**src/rtl/urt_defines.svh**
```systemverilog
// register offsets, field positions, reset values of the serial core
`ifndef URT_DEFINES_SVH
`define URT_DEFINES_SVH
`define URT_OFS_MODE 8'h00
`define URT_OFS_CTRL 8'h04
`define URT_OFS_DIV 8'h08
`define URT_OFS_TXBUF 8'h0c
`define URT_OFS_RXBUF 8'h10
`define URT_OFS_ERR 8'h14
`define URT_OFS_TSTAT 8'h18
`define URT_MODE_RST 8'h01
`define URT_CTRL_RST 2'h2
`define URT_DIV_RST 8'hff
`define URT_RXBUF_RST 8'hff
`define URT_DIV_MIN 8'h08
`define URT_CTRL_DIR 1
`define URT_TST_FULL 1
`define URT_TST_BUSY 0
`define URT_ERR_OVE 0
`define URT_ERR_FE 1
`define URT_ERR_PE 2
`endif

```
**src/rtl/urt_pkg.sv**
```systemverilog
// types of the serial core
package urt_pkg;
	typedef enum logic [1:0] {
		URT_PAR_NONE = 2'b00,
		URT_PAR_ZERO = 2'b01,
		URT_PAR_ODD = 2'b10,
		URT_PAR_EVEN = 2'b11
	} urt_par_t;
	typedef struct packed {
		logic power;
		logic tx_en;
		logic rx_en;
		urt_par_t par;
		logic len8;
		logic stop2;
		logic irq_split;
	} urt_mode_t;
	typedef enum logic [2:0] {
		URT_TX_IDLE = 3'b000,
		URT_TX_START = 3'b001,
		URT_TX_DATA = 3'b010,
		URT_TX_PAR = 3'b011,
		URT_TX_STOP1 = 3'b100,
		URT_TX_STOP2 = 3'b101
	} urt_tx_st_t;
	typedef enum logic [2:0] {
		URT_RX_IDLE = 3'b000,
		URT_RX_START = 3'b001,
		URT_RX_DATA = 3'b010,
		URT_RX_PAR = 3'b011,
		URT_RX_STOP = 3'b100
	} urt_rx_st_t;
endpackage

```
**src/rtl/urt_core.sv**
```systemverilog
// asynchronous serial transmit and receive core with apb registers
// Notes on behaviour
// - even parity: transmit parity bit 1 when data has odd ones
// - even parity: receive error when data plus parity has odd ones
// - odd parity: transmit parity bit 0 when data has odd ones
// - odd parity: receive error when data plus parity has even ones
// - zero parity sends 0 and ignores; no parity omits; never errors
// - power then tx enable; a buffer write starts a frame
// - buffer moves to shift register; start, parity, stops added
// - transmit done pulse right after the last stop bit
// - buffer accepts next byte once shifting starts; no gaps
// - status bit 1 shows buffer holds unmoved data
// - status bit 0 shows a frame is being shifted out
// - flags pass 10, 11, 01 after a write to the idle transmitter; back-to-back frames go 11, 01
// - falling edge starts counter; low at divisor means start bit
// - after stop: done or error pulse, buffer copy unless overrun
// - parity error does not abort; reported at frame end
// - only one stop bit is checked
// - parity, framing and overrun errors are flagged
// - reading error status clears the error flags
// - errors raise an error interrupt while split bit 0 is clear; when it is set they pulse done instead
// - receive input filtered by two agreeing samples
// - frame: start, 7 or 8 bits, optional parity, 1 or 2 stops
// - bit order lsb or msb first by a control bit
// - clearing tx or rx enable resets that circuit
`timescale 1ns/10ps
`include "urt_defines.svh"

module urt_core #(
	parameter int AW = 8
) (
	input wire logic pclk,
	input wire logic presetn,
	input wire logic psel,
	input wire logic penable,
	input wire logic pwrite,
	input wire logic [AW-1:0] paddr,
	input wire logic [31:0] pwdata,
	output logic [31:0] prdata,
	output logic pready,
	output logic pslverr,
	input wire logic serial_in_pin,
	output logic serial_out_pin,
	output logic tx_done_irq,
	output logic rx_done_irq,
	output logic rx_error_irq
);

	if (AW < 5) begin : g_bad_aw
		$error("address too narrow for the register map");
	end

	////////////////////////////////////////////////////////////////////
	// helpers

	// bit period minus one, divisor held at its floor
	function automatic logic [8:0] f_period(input logic [7:0] d);
		logic [7:0] c;
		c = (d < `URT_DIV_MIN) ? `URT_DIV_MIN : d;
		return {c, 1'b1} - 9'h002;
	endfunction

	// half period minus one, the start bit re-sample point
	function automatic logic [8:0] f_half(input logic [7:0] d);
		logic [7:0] c;
		c = (d < `URT_DIV_MIN) ? `URT_DIV_MIN : d;
		return {1'b0, c} - 9'h001;
	endfunction

	// xor of the character bits
	function automatic logic f_ones(input logic [7:0] d, input logic l8);
		return ^(l8 ? d : {1'b0, d[6:0]});
	endfunction

	// position in the shift register of serial bit i
	function automatic logic [2:0] f_pos(input logic [2:0] i,
			input logic l8, input logic lsb);
		logic [2:0] top;
		top = l8 ? 3'h7 : 3'h6;
		return lsb ? i : 3'(top - i);
	endfunction

	////////////////////////////////////////////////////////////////////
	// register bus

	urt_pkg::urt_mode_t mode;
	logic [1:0] ctrl;
	logic [7:0] baud_divisor_reg;
	logic [7:0] tx_buffer;
	logic [7:0] tx_shift_reg;
	logic [7:0] rx_shift_reg;
	logic [7:0] rx_buffer;
	logic [2:0] rx_error_status;
	logic tx_buffer_full_flag;
	logic tx_shift_busy_flag;
	logic rx_unread;
	logic [31:0] rd_mux;
	logic hit;

	wire acc = psel & penable & ~pready;
	wire done = psel & penable & pready;
	wire wr = done & pwrite & ~pslverr;
	wire rd = done & ~pwrite & ~pslverr;
	wire lsb_first = ctrl[`URT_CTRL_DIR];
	wire [7:0] ofs = 8'(paddr);
	wire [7:0] transmit_status = {6'h00, tx_buffer_full_flag,
		tx_shift_busy_flag};

	// read data and decode
	always_comb begin
		hit = 1'b1;
		rd_mux = 32'h0000_0000;
		case (ofs)
			`URT_OFS_MODE: rd_mux = {24'h00_0000, mode};
			`URT_OFS_CTRL: rd_mux = {30'h0000_0000, ctrl};
			`URT_OFS_DIV: rd_mux = {24'h00_0000, baud_divisor_reg};
			`URT_OFS_TXBUF: rd_mux = {24'h00_0000, tx_buffer};
			`URT_OFS_RXBUF: rd_mux = {24'h00_0000, rx_buffer};
			`URT_OFS_ERR: rd_mux = {29'h0000_0000, rx_error_status};
			`URT_OFS_TSTAT: rd_mux = {24'h00_0000, transmit_status};
			default: hit = 1'b0;
		endcase
	end

	// one wait state, answer held through the pready cycle
	always_ff @(posedge pclk or negedge presetn) begin
		if (!presetn) begin
			pready <= 1'b0;
			pslverr <= 1'b0;
			prdata <= 32'h0000_0000;
		end else begin
			pready <= acc;
			pslverr <= acc & ~hit;
			if (acc)
				prdata <= pwrite ? 32'h0000_0000 : rd_mux;
		end
	end

	// control registers
	always_ff @(posedge pclk or negedge presetn) begin
		if (!presetn) begin
			mode <= `URT_MODE_RST;
			ctrl <= `URT_CTRL_RST;
			baud_divisor_reg <= `URT_DIV_RST;
		end else if (wr) begin
			if (ofs == `URT_OFS_MODE)
				mode <= pwdata[7:0];
			if (ofs == `URT_OFS_CTRL)
				ctrl <= pwdata[1:0];
			if (ofs == `URT_OFS_DIV)
				baud_divisor_reg <= pwdata[7:0];
		end
	end

	wire tb_wr = wr & (ofs == `URT_OFS_TXBUF);
	wire err_rd = rd & (ofs == `URT_OFS_ERR);
	wire rxb_rd = rd & (ofs == `URT_OFS_RXBUF);

	////////////////////////////////////////////////////////////////////
	// transmitter

	urt_pkg::urt_tx_st_t tx_st;
	logic [8:0] tx_tmr;
	logic [2:0] tx_idx;
	wire tx_on = mode.power & mode.tx_en;
	wire tx_tick = tx_tmr == f_period(baud_divisor_reg);
	wire [2:0] tx_last = mode.len8 ? 3'h7 : 3'h6;
	wire tx_ones = f_ones(tx_shift_reg, mode.len8);
	wire tx_last_stop = tx_tick &
		((tx_st == urt_pkg::URT_TX_STOP1 && !mode.stop2) ||
		tx_st == urt_pkg::URT_TX_STOP2);

	// frame sequencer; enable low resets it
	always_ff @(posedge pclk or negedge presetn) begin
		if (!presetn) begin
			tx_st <= urt_pkg::URT_TX_IDLE;
			tx_tmr <= 9'h000;
			tx_idx <= 3'h0;
			tx_shift_reg <= 8'h00;
			tx_buffer <= 8'h00;
			tx_buffer_full_flag <= 1'b0;
			tx_shift_busy_flag <= 1'b0;
			serial_out_pin <= 1'b1;
			tx_done_irq <= 1'b0;
		end else if (!tx_on) begin
			tx_st <= urt_pkg::URT_TX_IDLE;
			tx_tmr <= 9'h000;
			tx_idx <= 3'h0;
			tx_buffer_full_flag <= 1'b0;
			tx_shift_busy_flag <= 1'b0;
			serial_out_pin <= 1'b1;
			tx_done_irq <= 1'b0;
		end else begin
			tx_done_irq <= 1'b0;
			tx_tmr <= tx_tick ? 9'h000 : 9'(tx_tmr + 9'h001);
			if (tx_last_stop) begin
				tx_done_irq <= 1'b1;
				if (tx_buffer_full_flag) begin
					tx_shift_reg <= tx_buffer;
					tx_st <= urt_pkg::URT_TX_START;
					serial_out_pin <= 1'b0;
				end else begin
					tx_st <= urt_pkg::URT_TX_IDLE;
					tx_shift_busy_flag <= 1'b0;
				end
			end else begin
				unique case (tx_st)
					urt_pkg::URT_TX_IDLE: begin
						serial_out_pin <= 1'b1;
						tx_tmr <= 9'h000;
						if (tx_buffer_full_flag) begin
							tx_shift_reg <= tx_buffer;
							tx_st <= urt_pkg::URT_TX_START;
							tx_shift_busy_flag <= 1'b1;
							serial_out_pin <= 1'b0;
						end
					end
					urt_pkg::URT_TX_START: begin
						if (tx_tmr == 9'h000)
							tx_buffer_full_flag <= 1'b0;
						if (tx_tick) begin
							tx_st <= urt_pkg::URT_TX_DATA;
							tx_idx <= 3'h0;
							serial_out_pin <= tx_shift_reg[f_pos(3'h0,
								mode.len8, lsb_first)];
						end
					end
					urt_pkg::URT_TX_DATA: begin
						if (tx_tick && tx_idx == tx_last) begin
							unique case (mode.par)
								urt_pkg::URT_PAR_NONE: begin
									tx_st <= urt_pkg::URT_TX_STOP1;
									serial_out_pin <= 1'b1;
								end
								urt_pkg::URT_PAR_ZERO: begin
									tx_st <= urt_pkg::URT_TX_PAR;
									serial_out_pin <= 1'b0;
								end
								urt_pkg::URT_PAR_ODD: begin
									tx_st <= urt_pkg::URT_TX_PAR;
									serial_out_pin <= ~tx_ones;
								end
								urt_pkg::URT_PAR_EVEN: begin
									tx_st <= urt_pkg::URT_TX_PAR;
									serial_out_pin <= tx_ones;
								end
							endcase
						end else if (tx_tick) begin
							tx_idx <= 3'(tx_idx + 3'h1);
							serial_out_pin <= tx_shift_reg[f_pos(
								3'(tx_idx + 3'h1), mode.len8, lsb_first)];
						end
					end
					urt_pkg::URT_TX_PAR: begin
						if (tx_tick) begin
							tx_st <= urt_pkg::URT_TX_STOP1;
							serial_out_pin <= 1'b1;
						end
					end
					urt_pkg::URT_TX_STOP1: begin
						if (tx_tick)
							tx_st <= urt_pkg::URT_TX_STOP2;
					end
					urt_pkg::URT_TX_STOP2: begin
						serial_out_pin <= 1'b1;
					end
					default: tx_st <= urt_pkg::URT_TX_IDLE;
				endcase
			end
			// a write wins over the clear in the same cycle
			if (tb_wr) begin
				tx_buffer <= pwdata[7:0];
				tx_buffer_full_flag <= 1'b1;
			end
		end
	end

	////////////////////////////////////////////////////////////////////
	// receive filter and receiver

	logic rx_s0;
	logic rx_s1;
	logic rx_filt;
	logic rx_filt_q;
	urt_pkg::urt_rx_st_t rx_st;
	logic [8:0] rx_tmr;
	logic [2:0] rx_idx;
	logic rx_pe;
	wire rx_on = mode.power & mode.rx_en;
	wire rx_tick = rx_tmr == f_period(baud_divisor_reg);
	wire rx_fall = rx_filt_q & ~rx_filt;
	wire rx_ones = f_ones(rx_shift_reg, mode.len8) ^ rx_filt;
	wire [2:0] rx_last = mode.len8 ? 3'h7 : 3'h6;

	// two agreeing samples move the filter output
	always_ff @(posedge pclk or negedge presetn) begin
		if (!presetn) begin
			rx_s0 <= 1'b1;
			rx_s1 <= 1'b1;
			rx_filt <= 1'b1;
			rx_filt_q <= 1'b1;
		end else if (!mode.power) begin
			rx_s0 <= 1'b1;
			rx_s1 <= 1'b1;
			rx_filt <= 1'b1;
			rx_filt_q <= 1'b1;
		end else begin
			rx_s0 <= serial_in_pin;
			rx_s1 <= rx_s0;
			if (rx_s0 == rx_s1)
				rx_filt <= rx_s1;
			rx_filt_q <= rx_filt;
		end
	end

	// frame sequencer, error flags and receive buffer
	always_ff @(posedge pclk or negedge presetn) begin
		if (!presetn) begin
			rx_st <= urt_pkg::URT_RX_IDLE;
			rx_tmr <= 9'h000;
			rx_idx <= 3'h0;
			rx_pe <= 1'b0;
			rx_shift_reg <= 8'h00;
			rx_buffer <= `URT_RXBUF_RST;
			rx_error_status <= 3'h0;
			rx_unread <= 1'b0;
			rx_done_irq <= 1'b0;
			rx_error_irq <= 1'b0;
		end else if (!mode.power) begin
			rx_st <= urt_pkg::URT_RX_IDLE;
			rx_tmr <= 9'h000;
			rx_buffer <= `URT_RXBUF_RST;
			rx_error_status <= 3'h0;
			rx_unread <= 1'b0;
			rx_done_irq <= 1'b0;
			rx_error_irq <= 1'b0;
		end else begin
			rx_done_irq <= 1'b0;
			rx_error_irq <= 1'b0;
			// only flags that were reported are cleared
			rx_error_status <= rx_error_status &
				~(err_rd ? prdata[2:0] : 3'h0);
			rx_unread <= rx_unread & ~rxb_rd;
			rx_tmr <= 9'(rx_tmr + 9'h001);
			if (!mode.rx_en) begin
				rx_st <= urt_pkg::URT_RX_IDLE;
				rx_tmr <= 9'h000;
			end else begin
				unique case (rx_st)
					urt_pkg::URT_RX_IDLE: begin
						rx_tmr <= 9'h000;
						if (rx_fall)
							rx_st <= urt_pkg::URT_RX_START;
					end
					urt_pkg::URT_RX_START: begin
						if (rx_tmr == f_half(baud_divisor_reg)) begin
							rx_tmr <= 9'h000;
							rx_idx <= 3'h0;
							rx_pe <= 1'b0;
							rx_shift_reg <= 8'h00;
							rx_st <= rx_filt ? urt_pkg::URT_RX_IDLE :
								urt_pkg::URT_RX_DATA;
						end
					end
					urt_pkg::URT_RX_DATA: begin
						if (rx_tick) begin
							rx_tmr <= 9'h000;
							rx_shift_reg[f_pos(rx_idx, mode.len8,
								lsb_first)] <= rx_filt;
							rx_idx <= 3'(rx_idx + 3'h1);
							if (rx_idx == rx_last)
								rx_st <= (mode.par == urt_pkg::URT_PAR_NONE) ?
									urt_pkg::URT_RX_STOP : urt_pkg::URT_RX_PAR;
						end
					end
					urt_pkg::URT_RX_PAR: begin
						if (rx_tick) begin
							rx_tmr <= 9'h000;
							rx_st <= urt_pkg::URT_RX_STOP;
							unique case (mode.par)
								urt_pkg::URT_PAR_EVEN: rx_pe <= rx_ones;
								urt_pkg::URT_PAR_ODD: rx_pe <= ~rx_ones;
								default: rx_pe <= 1'b0;
							endcase
						end
					end
					urt_pkg::URT_RX_STOP: begin
						if (rx_tick) begin
							// one stop bit only
							rx_st <= urt_pkg::URT_RX_IDLE;
							rx_error_status[`URT_ERR_PE] <= rx_pe;
							rx_error_status[`URT_ERR_FE] <= ~rx_filt;
							rx_error_status[`URT_ERR_OVE] <= rx_unread;
							if (!rx_unread) begin
								rx_buffer <= rx_shift_reg;
								rx_unread <= 1'b1;
							end
							if ((rx_pe | ~rx_filt | rx_unread) &&
									!mode.irq_split)
								rx_error_irq <= 1'b1;
							else
								rx_done_irq <= 1'b1;
						end
					end
					default: rx_st <= urt_pkg::URT_RX_IDLE;
				endcase
			end
		end
	end
endmodule

```
**config.mk**
```make
export PLATFORM = sky130hd
export DESIGN_NAME = urt_core
export DESIGN_NICKNAME = d
export VERILOG_FILES = /design/src/rtl/urt_pkg.sv /design/src/rtl/urt_core.sv
export VERILOG_INCLUDE_DIRS = /design/src /design/src/rtl
export SDC_FILE = /design/constraint.sdc
export NUM_CORES = 1
export LEC_CHECK = 0
export ABC_AREA = 1
export BUFFER_PORTS_ARGS = -buffer_cell sky130_fd_sc_hd__buf_2
export CAP_MARGIN = 20
export CORE_ASPECT_RATIO = 0.5
export CORE_MARGIN = 2
export CORE_UTILIZATION = 60
export DETAILED_ROUTE_END_ITERATION = 12
export GPL_ROUTABILITY_DRIVEN = 0
export HOLD_SLACK_MARGIN = 0.05
export PLACE_DENSITY_LB_ADDON = 0.3
export SLEW_MARGIN = 15
export SYNTH_ARGS = -nofsm -noshare
export SYNTH_HDL_FRONTEND = slang
export SYNTH_SLANG_ARGS = --single-unit
export TNS_END_PERCENT = 1
```
**constraint.sdc**
```tcl
create_clock -name pclk -period 6.71 [get_ports pclk]
set_input_delay 1.342 -clock pclk [delete_from_list [all_inputs] [get_ports pclk]]
set_output_delay 1.342 -clock pclk [all_outputs]
set_load 0.05 [all_outputs]
```
Word-level counts from Yosys, hierarchy flattened
Index checks and enable logic that the tools add are counted.

operators by class
  equality and inequality tests = 58
  order comparisons = 5
  add/sub/neg operators = 8
  reduce and logical (&&, ||, !) cells = 34
  bitwise operators = 28
  muxes and demuxes = 118

operators by type and width
  cell                 count
  $mux 8               13
  $mux 3               31
  $mux 9               8
  $pmux 8 s7           1
  $mux 1               48
  $ne 4x4->1 const B   11
  $mux 32              1
  $eq 9x9->1           3
  $pmux 9 s3           1
  $eq 8x5->1 const B   3
  $ne 3x3->1 const B   7
  $reduce_and 5->1     4
  $add 9x1->9 const B  2
  $pmux 3 s2           3
  $pmux 3 s6           1
  $eq 8x4->1 const B   2
  $pmux 8 s2           1
  $reduce_xor 8->1     2
  $and 1x1->1          15
  $pmux 3 s5           1
  $eq 3x2->1 const B   4
  $lt 3x4->1 const B   3
  $ne 2x2->1 const B   6
  $reduce_and 6->1     2
  other kinds (44)     78

word-level totals
  flip-flop bits (word level) = 129
  output and inout bits = 38
  word-level logic and storage cells = 286
  input bits = 46

Logic depth before layout (Yosys ltp)
Gate-level depths: netlist of the first run.

  word-level depth = 12
  depth in mapped cells = 20
  gate-level depth less buffers = 19

Worst setup path after synthesis of the first run
No wires, ideal clock.

  path type = in2reg
  start = input paddr[5]
  end = register tx_buffer[7]
  library setup time = 0.131 ns
  stages = 8
  arrival = 2.558 ns
  path slack = 4.021 ns
  required time = 6.579 ns
  cell sequence = nor2_1 -> nand2_1 -> nor2_1 -> nand4_1 -> nand3b_1 -> clkbuf_1 -> nand2_1 -> o21ai_0

between the ends
  longest elaborated chain between the ends = 3

RTL lines
  item                        line             RTL
  from (decl)                 urt_core.sv:37   input wire logic [AW-1:0] paddr,
  $eq 8x4->1                  -
  $and 1x1->1                 urt_core.sv:155  wire tb_wr = wr & (ofs == `URT_OFS_TXBUF);
  $reduce_and 2->1 (no line)  -
  to (signal assigned)        urt_core.sv:272  tx_buffer <= pwdata[7:0];
  to (decl)                   urt_core.sv:89   logic [7:0] tx_buffer;

Every way passes these cells.
A chain may end at the register's enable or synchronous reset.

Final worst setup path of the first run
  start = register baud_divisor_reg[3]
  end = register tx_st[0]

between the ends
  longest elaborated chain between the ends = 7
  elaborated cells on any way between the ends = 15

RTL lines
  item                                                         line                              RTL
  from (decl)                                                  urt_core.sv:88                    logic [7:0] baud_divisor_reg;
  from (signal assigned)                                       urt_core.sv:144                   baud_divisor_reg <= `URT_DIV_RST;
  from (signal assigned)                                       urt_core.sv:151                   baud_divisor_reg <= pwdata[7:0];
  $lt 8x4->1 (no line)                                         -
  $mux 8 (*)                                                   urt_core.sv:59                    c = (d < `URT_DIV_MIN) ? `URT_DIV_MIN : d;
  $sub 9x2->9 (*)                                              urt_core.sv:60                    return {c, 1'b1} - 9'h002;
  $eq 9x9->1 (*)                                               urt_core.sv:166                   wire tx_tick = tx_tmr == f_period(baud_divisor_reg);
  $and 1x1->1 / $logic_and 1x1->1 (equally long branches)      urt_core.sv:169, urt_core.sv:229
  $ne 4x4->1 (no line), or another cell as far along           -
  $reduce_and 6->1 (no line) / $mux 3 (equally long branches)  -
  to (signal assigned)                                         urt_core.sv:176                   tx_st <= urt_pkg::URT_TX_IDLE;
  to (signal assigned)                                         urt_core.sv:186                   tx_st <= urt_pkg::URT_TX_IDLE;
  to (signal assigned)                                         urt_core.sv:200                   tx_st <= urt_pkg::URT_TX_START;
  to (decl)                                                    urt_core.sv:162                   urt_pkg::urt_tx_st_t tx_st;

Every way passes the cells marked *; elsewhere a longest branch is shown, timed or not.

==> flow_metrics.tcl, run 1 <==
set metrics [dict create \
    area_growth_syn_to_layout_pct 8.05 \
    cts.sinks 105 \
    synth_largest_area_cell "dfrtp_1" \
    drt_iter0_drc 570 \
    setup_tns_ps 0 \
    cp-end-kind "flip-flop" \
    cp.required_ps 6970 \
    power_density_mw_per_mm2 179 \
    worst_pin_slew_ps 924 \
    fin_nets 968 \
    rsz0062_at_grt "false" \
    min_period_over_period 0.459 \
    slowest_stage "dfstp_2" \
    ios 84 \
    irDropWorstVdd_mv 0.123 \
    routed_via_density 5.56 \
    clock_skew_ps 9.55 \
    die_h_um 78.5 \
    max_stage_delay_ps 560 \
    cp_data_arrival_time_ps 3340 \
    mostFrequentLayoutCells "nand2_1 (176), inv_1 (124), nor2_1 (97)" \
    maxCapViolations 0 \
    drt_wl_total_um 15900 \
    root_buffer "clkbuf_16" \
    outcome "completed" \
    synth_top_area_share 0.308 \
    vias 5904 \
    top_regs "rx_tmr (9), tx_tmr (9)" \
    finalPower_mw 1.29 \
    ys_seq_area_frac 0.398 \
    hold_buffers 0 \
    synth.distinct_cells 52 \
    gr-usage-all-layers 0.277 \
    dr.pass1.iters 5 \
    drc 0 \
    leakage_nw 3.40 \
    grt-ovfl-total 0 \
    fin_cells 1062 \
    final_util 0.660 \
    grt_pass1_vias 5411 \
    finalHoldViolations 0 \
    clk_latency_ps 360 \
    cp_cell_sequence "inv_1, nand3_4, nand2_4, ha_1, inv_1, nand3_1, nand3_1, nand2_1, nor2_2, nand3_2, nor2_4, nand3_2, nand2_1, o21ai_0, nand2_1, nand3b_1, nand2_1" \
    dp_hpwl_um 12100 \
    ant_nets 0 \
    crit_fanout 7 \
    ctsResizeCount 0 \
    fmax_mhz 324 \
    netlist_instances 876 \
    avgRoutedWirePerCell_um 15.0 \
    synth_edf_count 0 \
    multi_input_area_mm2 0.00338 \
    rows 27 \
    crit_top_cell "nand2_1" \
    seq_area_mm2 0.00266 \
    slew_headroom 0.384 \
    diodes 0 \
    grt_max_degree 76 \
    ys_seq_elements 105 \
    worst_setup_path_start_kind "flip-flop" \
    synthFlopType "dfrtp_1" \
    cts_made_buffers 9 \
    synth_area_leaders "dfrtp_1 (31%), nand2_1 (9.9%), dfstp_2 (9.1%)" \
    yosysWarnings 0 \
    cts_tree "built" \
    avgSynthCellArea_um2 7.61 \
    post_cts_buffers 0 \
    layout_commonest_cell "nand2_1" \
    fillers 918 \
    start_util 0.611 \
    synth_area_mm2 0.00667 \
    grt_pass1_wl_um 26200 \
    dp_cells 1046 \
    die_x_um 153 \
    antenna_found_initial 0 \
    hold_path_class "reg2reg" \
    synthArstFlopShare 1.00 \
    slew_viol_final 0 \
    htreeDepth 3 \
    cts_buffer_depth 2 \
    fin_crit_ps 3080 \
    drive_gt1_frac 0.150 \
    coreArea_mm2 0.0109 \
    path_class "reg2reg" \
    clk_pin_slew_ps 70 \
    setup_viol 0 \
    die_area_mm2 0.0120 \
    io_buffer_count 35 \
]
==> logic make-up after synthesis <==
group	after synthesis	share of synthesized area
xor+xnor	34	0.0469
compound gates	153	0.145
buf+inv	162	0.108
fa+ha+maj	10	0.0188
simple gates	411	0.282
flops	105	0.398
other cells	1	0.000562
==> power by group <==
group	switching, mW	internal (mW)
sequential	0.00184	0.635
clock	0.254	0.330
combinational	0.0591	0.00948
==> worst max-delay path: cells and delay by family (launching register included) <==
family	cells	cell delay (ps)
DFF	1	560
adders and majority gates	1	250
AOI/OAI and AO/OA	1	160
and+or+nand+nor	13	1680
buffers and inverters	2	310
==> cells in the mapped netlist, drive strengths merged, types with 2 or more instances <==
cell,count
a211oi,2
a21oi,18
a221oi,5
a31oi,3
buf,28
clkbuf,6
clkinv,3
dfrtp,82
dfstp,23
ha,10
inv,125
nand2,193
nand3,61
nand3b,9
nand4,14
nor2,108
nor3,16
nor3b,2
o2111ai,2
o211ai,3
o21ai,95
o22ai,13
o31ai,4
or2,6
xnor2,15
xor2,19
==> metal layers <==
metal  routed length [um]  GRT usage  share of wire
met3                 1390     0.0745          0.087
met4                  216     0.0648          0.014
met5                    0          0              0
met1                 7220      0.379           0.45
met2                 7100      0.443           0.45
==> path summary, 6_finish.rpt <==
check / startpoint / to / slack (ps) / cells past startpoint
max: baud_divisor_reg[3]$_DFFE_PN1P_ / tx_st[0]$_DFFE_PN0P_ / 3630 / 17
min: tx_buffer[2]$_DFFE_PN0P_ / tx_buffer[2]$_DFFE_PN0P_ / 490 / 2
max reg2reg: baud_divisor_reg[3]$_DFFE_PN1P_ / tx_st[0]$_DFFE_PN0P_ / 3630 / 17
min reg2reg: tx_buffer[2]$_DFFE_PN0P_ / tx_buffer[2]$_DFFE_PN0P_ / 490 / 2
max in group asynchronous: presetn / prdata[3]$_DFFE_PN0P_ / 4530 / 2
min in group asynchronous: presetn / rx_shift_reg[3]$_DFFE_PN0P_ / 900 / 1
==> through the flow <==
| step | setup slack, ps | instance area [um^2] | hold slack (ps) |
|---|---|---|---|
| after floorplan | 4020 | 6750 | 448 |
| after global placement | 3570 | 6880 | 466 |
| after detailed placement | 3510 | 6880 | 473 |
| after CTS | 3720 | 7200 | 490 |
| after global routing | 3450 | 7200 | 519 |
| final | 3630 | 7200 | 489 |
==> area by class of cell <==
cell class | instances | area share
Clock inverter | 7 | 0.0139
Sequential cell | 105 | 0.369
Multi-Input combinational cell | 632 | 0.469
Tap cell | 145 | 0.0252
Timing Repair Buffer | 36 | 0.0257
Inverter | 128 | 0.0667
Clock buffer | 9 | 0.0313
Power figures use the tool's default switching activity.
==> inputs of run 2 (changes only) <==
--- a/config.mk
+++ b/config.mk
@@ -6,12 +6,12 @@
 export SDC_FILE = /design/constraint.sdc
 export NUM_CORES = 1
 export LEC_CHECK = 0
-export ABC_AREA = 1
+export ABC_AREA = 0
 export BUFFER_PORTS_ARGS = -buffer_cell sky130_fd_sc_hd__buf_2
 export CAP_MARGIN = 20
 export CORE_ASPECT_RATIO = 0.5
 export CORE_MARGIN = 2
-export CORE_UTILIZATION = 60
+export CORE_UTILIZATION = 59
 export DETAILED_ROUTE_END_ITERATION = 12
 export GPL_ROUTABILITY_DRIVEN = 0
 export HOLD_SLACK_MARGIN = 0.05
==> constraint.sdc (replaced) <==
create_clock -name pclk -period 3.2 [get_ports pclk]
set_input_delay 0.64 -clock pclk [delete_from_list [all_inputs] [get_ports pclk]]
set_output_delay 0.64 -clock pclk [all_outputs]
set_load 0.05 [all_outputs]
==> run 2 against run 1 <==
  * The run now ends with negative setup slack left
  * Power rose by 110%
  * Critical path depth fell by 5
  * Largest cell class unchanged
  * Global-route usage rose by 2.0 points
  * Routed wire length rose by 12%
  * Synthesized cell count fell by 19%
  * Non-clock buffer count rose by 58
  * Clock power rose by 100%
  * Largest power group unchanged
  * Synthesized area rose by 0.15%
  * Via count fell by 0.80%
  * Critical path type unchanged
  * Design area rose by 7.9%
  * Setup slack got worse by 4300 ps
  * Fmax fell by 20%
==> flow_metrics.tcl, run 2 <==
set metrics [dict create \
    outcome "complete, but fails checks" \
    violations "negative setup slack" \
    leakage_nw 3.39 \
    r2r_cells 12 \
    yosys.area_share.simple 0.202 \
    dp_hpwl_um 12300 \
    clk_latency_ps 350 \
    routed_via_density 6.35 \
    synth_largest_area_cell "dfrtp_1" \
    dp_cells 900 \
    synth_area_mm2 0.00668 \
    synth_adder_area_share 0.0187 \
    slew_headroom 0.512 \
    final_util 0.706 \
    power_density_mw_per_mm2 344 \
    cts_made_buffers 9 \
    dr.pass1.iters 6 \
    setup_viol 64 \
    ys_seq_area_frac 0.398 \
    netlist_instances 706 \
    antenna_found_initial 0 \
    postLayoutCellArea_mm2 0.00777 \
    die_h_um 79.2 \
    layout_commonest_cell "dfrtp_1" \
    area_growth_syn_to_layout_pct 16.4 \
    synth-xor-area-share 0.0626 \
    diodes 0 \
    hold_ws_ps 288 \
    rsz0062_at_grt "true" \
    synth.distinct_cells 74 \
    drive_gt1_frac 0.283 \
    htreeDepth 3 \
    setup_slack_ps -677 \
    avgRoutedWirePerCell_um 19.3 \
    cts_tree "built" \
    coreArea_mm2 0.0110 \
    grt_pass1_vias 5580 \
    root_buffer "clkbuf_16" \
    fillers 811 \
    synth_compound_area_frac 0.154 \
    drt_wl_total_um 17800 \
    path_class "reg2reg" \
    synthFlopType "dfrtp_1" \
    yosysWarnings 0 \
    worst_pin_slew_ps 727 \
    cp.required_ps 3490 \
    clock_skew_ps 11.9 \
    cts_buffer_depth 2 \
    slew_viol_final 0 \
    gr-usage-all-layers 0.297 \
    cp-end-kind "flip-flop" \
    synth_top_area_share 0.307 \
    ios 84 \
    worstSetupPathDepth 12 \
    rows 27 \
    fin_nets 828 \
    grt-ovfl-total 0 \
    worst_setup_path_start_kind "flip-flop" \
    fmax_mhz 258 \
    synth_area_leaders "dfrtp_1 (31%), dfstp_2 (9.1%), mux2_2 (6.2%)" \
    slowest_stage "or4_4" \
    avgSynthCellArea_um2 9.46 \
    finalPower_mw 2.67 \
    drc 0 \
    grt_max_degree 44 \
    maxCapViolations 0 \
    fin_crit_ps 3880 \
    hold_path_class "in2async" \
    ys_seq_elements 105 \
    crit_top_cell "or4_4" \
    synth_top_family_by_area "simple AND/OR/NAND/NOR gates" \
    cp_data_arrival_time_ps 4160 \
    irDropWorstVdd_mv 0.236 \
    mostFrequentLayoutCells "dfrtp_1 (82), nand2_1 (70), buf_4 (52)" \
    finalHoldViolations 0 \
    synthTopCellsByCount "dfrtp_1 (82), nand2_1 (72), nor2_1 (44)" \
    min_period_over_period 1.21 \
    start_util 0.606 \
    postPlaceCellArea_mm2 0.00720 \
    grt_pass1_wl_um 28600 \
    io_buffer_count 35 \
    die_area_mm2 0.0122 \
    critical_path_buf_inv_count 1 \
    yosys.cell_count.top_type "dfrtp_1" \
    cp_cell_sequence "or4_4, o21ai_4, ha_2, or3b_4, or4b_4, a21oi_4, buf_6, o2111ai_2, or3_4, or4_4, nor2_4, a221o_1" \
    synth_edf_count 0 \
    fin_cells 922 \
    cts.sinks 105 \
    crit_fanout 5 \
    top_regs "rx_tmr (9), tx_tmr (9)" \
    ant_nets 0 \
    vias 5857 \
    synthArstFlopShare 1.00 \
    drt_iter0_drc 666 \
    hold_buffers 0 \
    clk_pin_slew_ps 80 \
    max_stage_delay_ps 560 \
    synthMuxAreaShare 0.101 \
    die_x_um 154 \
    path_delay_family "simple AND/OR/NAND/NOR gates" \
]
## run 2: metrics by stage
step | setup WS [ps] | TNS [ps]
6_report | -677 | -26340
3_3_place_gp | -589 | -26820
4_1_cts | -565 | -22300
2_1_floorplan | -747 | -33020
5_1_grt | -764 | -33580
3_5_place_dp | -665 | -31180
## run 2: per-layer routing
layer | up-vias | wire (um) | share of wire | track usage
met2 | 314 | 8030 | 0.45 | 0.470
met3 | 41 | 1480 | 0.083 | 0.0650
met1 | 2845 | 8020 | 0.45 | 0.418
met4 | 0 | 304 | 0.017 | 0.0796
met5 | - | 0 | 0 | 0
li1 | 2657 | - | - | -
## run 2: where the power goes
part           leakage (nW)  internal, mW  switching (mW)
clock network         0.150         0.623           0.544
registers              1.38          1.33         0.00265
logic                  1.86        0.0355           0.136
## run 2: cell type report
type | count | area, um^2 | area share
Multi-Input combinational cell | 542 | 3870 | 0.498
Sequential cell | 105 | 2660 | 0.342
Timing Repair Buffer | 94 | 679 | 0.0874
Clock buffer | 9 | 225 | 0.0290
Tap cell | 145 | 181 | 0.0233
Clock inverter | 7 | 82.6 | 0.0106
Inverter | 20 | 75.1 | 0.00966
## run 2: worst paths after layout
path | start | end | slack, ps
max | baud_divisor_reg[5]$_DFFE_PN1P_ | rx_shift_reg[4]$_DFFE_PN0P_ | -680
min | presetn | tx_st[1]$_DFFE_PN0P_ | 290
max reg2reg | baud_divisor_reg[5]$_DFFE_PN1P_ | rx_shift_reg[4]$_DFFE_PN0P_ | -680
min reg2reg | prdata[3]$_DFFE_PN0P_ | prdata[3]$_DFFE_PN0P_ | 480
max in group asynchronous | presetn | rx_buffer[4]$_DFFE_PN1P_ | 2080
min in group pclk | prdata[3]$_DFFE_PN0P_ | prdata[3]$_DFFE_PN0P_ | 480
## run 2: cell families (layout without fill, tap and decap cells)
| logic type | count (synthesis) | count (layout) |
|---|---|---|
| DFF | 105 | 105 |
| buffers and inverters | 82 | 130 |
| xor gates and xnor gates | 46 | 46 |
| adders and majority gates | 10 | 10 |
| and+or+nand+nor | 257 | 257 |
| other | 1 | 24 |
| AOI/OAI and AO/OA | 147 | 147 |
| muxes | 58 | 58 |
## run 2: timing repair
item | CTS | global route
gates cloned | 1 | 0
hold endpoints to repair | 0 | 0
pin swaps | 18 | 7
endpoints found under the setup margin | 64 | 64
setup buffers | 5 | 0
gates resized for setup | 31 | 20
==> inputs of run 3 (changes only) <==
--- a/config.mk
+++ b/config.mk
@@ -7,15 +7,17 @@
 export NUM_CORES = 1
 export LEC_CHECK = 0
 export ABC_AREA = 0
-export BUFFER_PORTS_ARGS = -buffer_cell sky130_fd_sc_hd__buf_2
 export CAP_MARGIN = 20
 export CORE_ASPECT_RATIO = 0.5
 export CORE_MARGIN = 2
-export CORE_UTILIZATION = 59
+export CORE_UTILIZATION = 60
 export DETAILED_ROUTE_END_ITERATION = 12
+export DONT_BUFFER_PORTS = 1
 export GPL_ROUTABILITY_DRIVEN = 0
 export HOLD_SLACK_MARGIN = 0.05
+export MAX_ROUTING_LAYER = met4
 export PLACE_DENSITY_LB_ADDON = 0.3
+export SETUP_SLACK_MARGIN = 0.3
 export SLEW_MARGIN = 15
 export SYNTH_ARGS = -nofsm -noshare
 export SYNTH_HDL_FRONTEND = slang
==> run 3 against run 2 <==
  * The run still ends with negative setup slack left
  * Fmax rose by 3.2%
  * Design area fell by 4.0%
  * Non-clock buffer count fell by 44
  * Routed wire length fell by 6.3%
  * Global-route usage fell by 0.18 points
  * First-iteration DRC count fell by 19%
  * Critical path depth fell by 1
  * Power fell by 5.1%
  * Critical path type unchanged
  * Largest cell class unchanged
==> flow_metrics.tcl, run 3 (synthesized netlist as in run 2, its figures left out) <==
set metrics [dict create \
    root_buffer "clkbuf_16" \
    min_period_over_period 1.17 \
    rows 27 \
    slowest_stage "or4_4" \
    die_x_um 153 \
    cp.required_ps 3440 \
    hold_ws_ps 122 \
    post_cts_buffers 0 \
    start_util 0.612 \
    path_class "reg2reg" \
    fin_nets 784 \
    power_density_mw_per_mm2 340 \
    clk_pin_slew_ps 80 \
    antenna_found_initial 0 \
    grt_pass1_wl_um 27300 \
    slew_viol_final 0 \
    cp_data_arrival_time_ps 4000 \
    dp_hpwl_um 11700 \
    fin_crit_ps 3750 \
    drive_gt1_frac 0.235 \
    die_area_mm2 0.0120 \
    clk_latency_ps 350 \
    cts_made_buffers 9 \
    setup_slack_ps -555 \
    violations "negative setup slack" \
    gr-usage-all-layers 0.295 \
    critical_path_buf_inv_count 0 \
    fmax_mhz 266 \
    worst_setup_path_start_kind "flip-flop" \
    top_regs "rx_tmr (9), tx_tmr (9)" \
    cts.sinks 105 \
    multi_input_area_mm2 0.00385 \
    hold_path_class "in2async" \
    finalHoldViolations 0 \
    dr.pass1.iters 5 \
    leakage_nw 3.16 \
    fillers 822 \
    routed_via_density 6.35 \
    grt_pass1_vias 5188 \
    worst_pin_slew_ps 795 \
    setup_viol 63 \
    rsz0062_at_grt "true" \
    cp-end-kind "flip-flop" \
    coreArea_mm2 0.0109 \
    outcome "complete, but fails checks" \
    mostFrequentLayoutCells "dfrtp_1 (82), nand2_1 (70), buf_4 (44)" \
    vias 5576 \
    grt_max_degree 83 \
    drt_wl_total_um 16700 \
    ios 84 \
    slew_headroom 0.466 \
    drc 0 \
    grt-ovfl-total 0 \
    avgRoutedWirePerCell_um 19.0 \
    r2r_cells 11 \
    area_growth_syn_to_layout_pct 11.7 \
    crit_fanout 8 \
    cp_cell_sequence "or4_4, o21ai_4, ha_2, or3b_4, or3_4, a21boi_4, o211a_1, and4b_1, nand2_1, a2111o_2, mux2_4" \
    maxCapViolations 0 \
    irDropWorstVdd_mv 0.245 \
    cts_tree "built" \
    htreeDepth 3 \
    path_delay_family "simple AND/OR/NAND/NOR gates" \
    ant_nets 0 \
    die_h_um 78.6 \
    cts_buffer_depth 2 \
    layout_commonest_cell "dfrtp_1" \
    worstSetupPathDepth 11 \
    diodes 0 \
    max_stage_delay_ps 560 \
    clock_skew_ps 8.80 \
    io_buffer_count 0 \
    seq_area_mm2 0.00266 \
    setup_tns_ps -20630 \
    drt_iter0_drc 540 \
]
[run 3: cell types whose count changed in the layout (fill, tap and decap cells not counted), sizes merged]
cell	change
clkinvlp	-1
clkinv	+3
bufinv	-1
inv	-1
buf	-44
[run 3: layout make-up]
| cell class | instances | area share |
|---|---|---|
| Multi-Input combinational cell | 542 | 0.516 |
| Sequential cell | 105 | 0.356 |
| Timing Repair Buffer | 50 | 0.0560 |
| Clock buffer | 9 | 0.0302 |
| Tap cell | 145 | 0.0243 |
| Inverter | 20 | 0.0101 |
| Clock inverter | 7 | 0.00704 |
[run 3: what timing repair did]
action / 4_1_cts / 5_1_grt
setup endpoints to repair: 64 / 64
endpoints found under the hold margin: 82 / 0
hold buffers: 1 / 0
resized for setup: 28 / 15
pin swaps: 9 / 6
[run 3: metal layers]
metal	vias to the layer above	global-route usage	wire length [um]
met4	0	0.0620	197
met1	2746	0.417	7890
met3	17	0.0569	1210
met5	-	-	0
met2	234	0.448	7420
li1	2579	-	-
[run 3: through the flow]
| step | instance area [um^2] | power [mW] | std cells | worst slack [ps] | util |
|---|---|---|---|---|---|
| finish | 7460 | 2.54 | 878 | -555 | 0.684 |
| global route | 7460 | 2.61 | 878 | -632 | 0.684 |
| CTS | 7390 | 2.55 | 878 | -512 | 0.677 |
| detailed placement | 6980 | 1.46 | 861 | -719 | 0.640 |
| global placement | 6980 | 1.46 | 861 | -581 | 0.640 |
| floorplan | 6790 | 1.49 | 729 | -747 | - |
[run 3: power by group]
part | internal, mW | switching [mW]
Sequential | 1.33 | 0.00867
Clock | 0.537 | 0.533
Combinational | 0.0250 | 0.103
[run 3: worst paths after layout]
kind | start | to | slack [ps]
worst max-delay path | baud_divisor_reg[7]$_DFFE_PN1P_ | tx_shift_reg[0]$_DFFE_PN0P_ | -550
worst min-delay path | presetn | serial_out_pin$_DFFE_PN1P_ | 120
worst max register to register | baud_divisor_reg[7]$_DFFE_PN1P_ | tx_shift_reg[0]$_DFFE_PN0P_ | -550
worst min register to register | rx_s0$_DFF_PN1_ | rx_s1$_DFF_PN1_ | 510
max in group asynchronous | presetn | prdata[5]$_DFFE_PN0P_ | 2680
min in group pclk | pwdata[1] | ctrl[1]$_DFFE_PN1P_ | 390
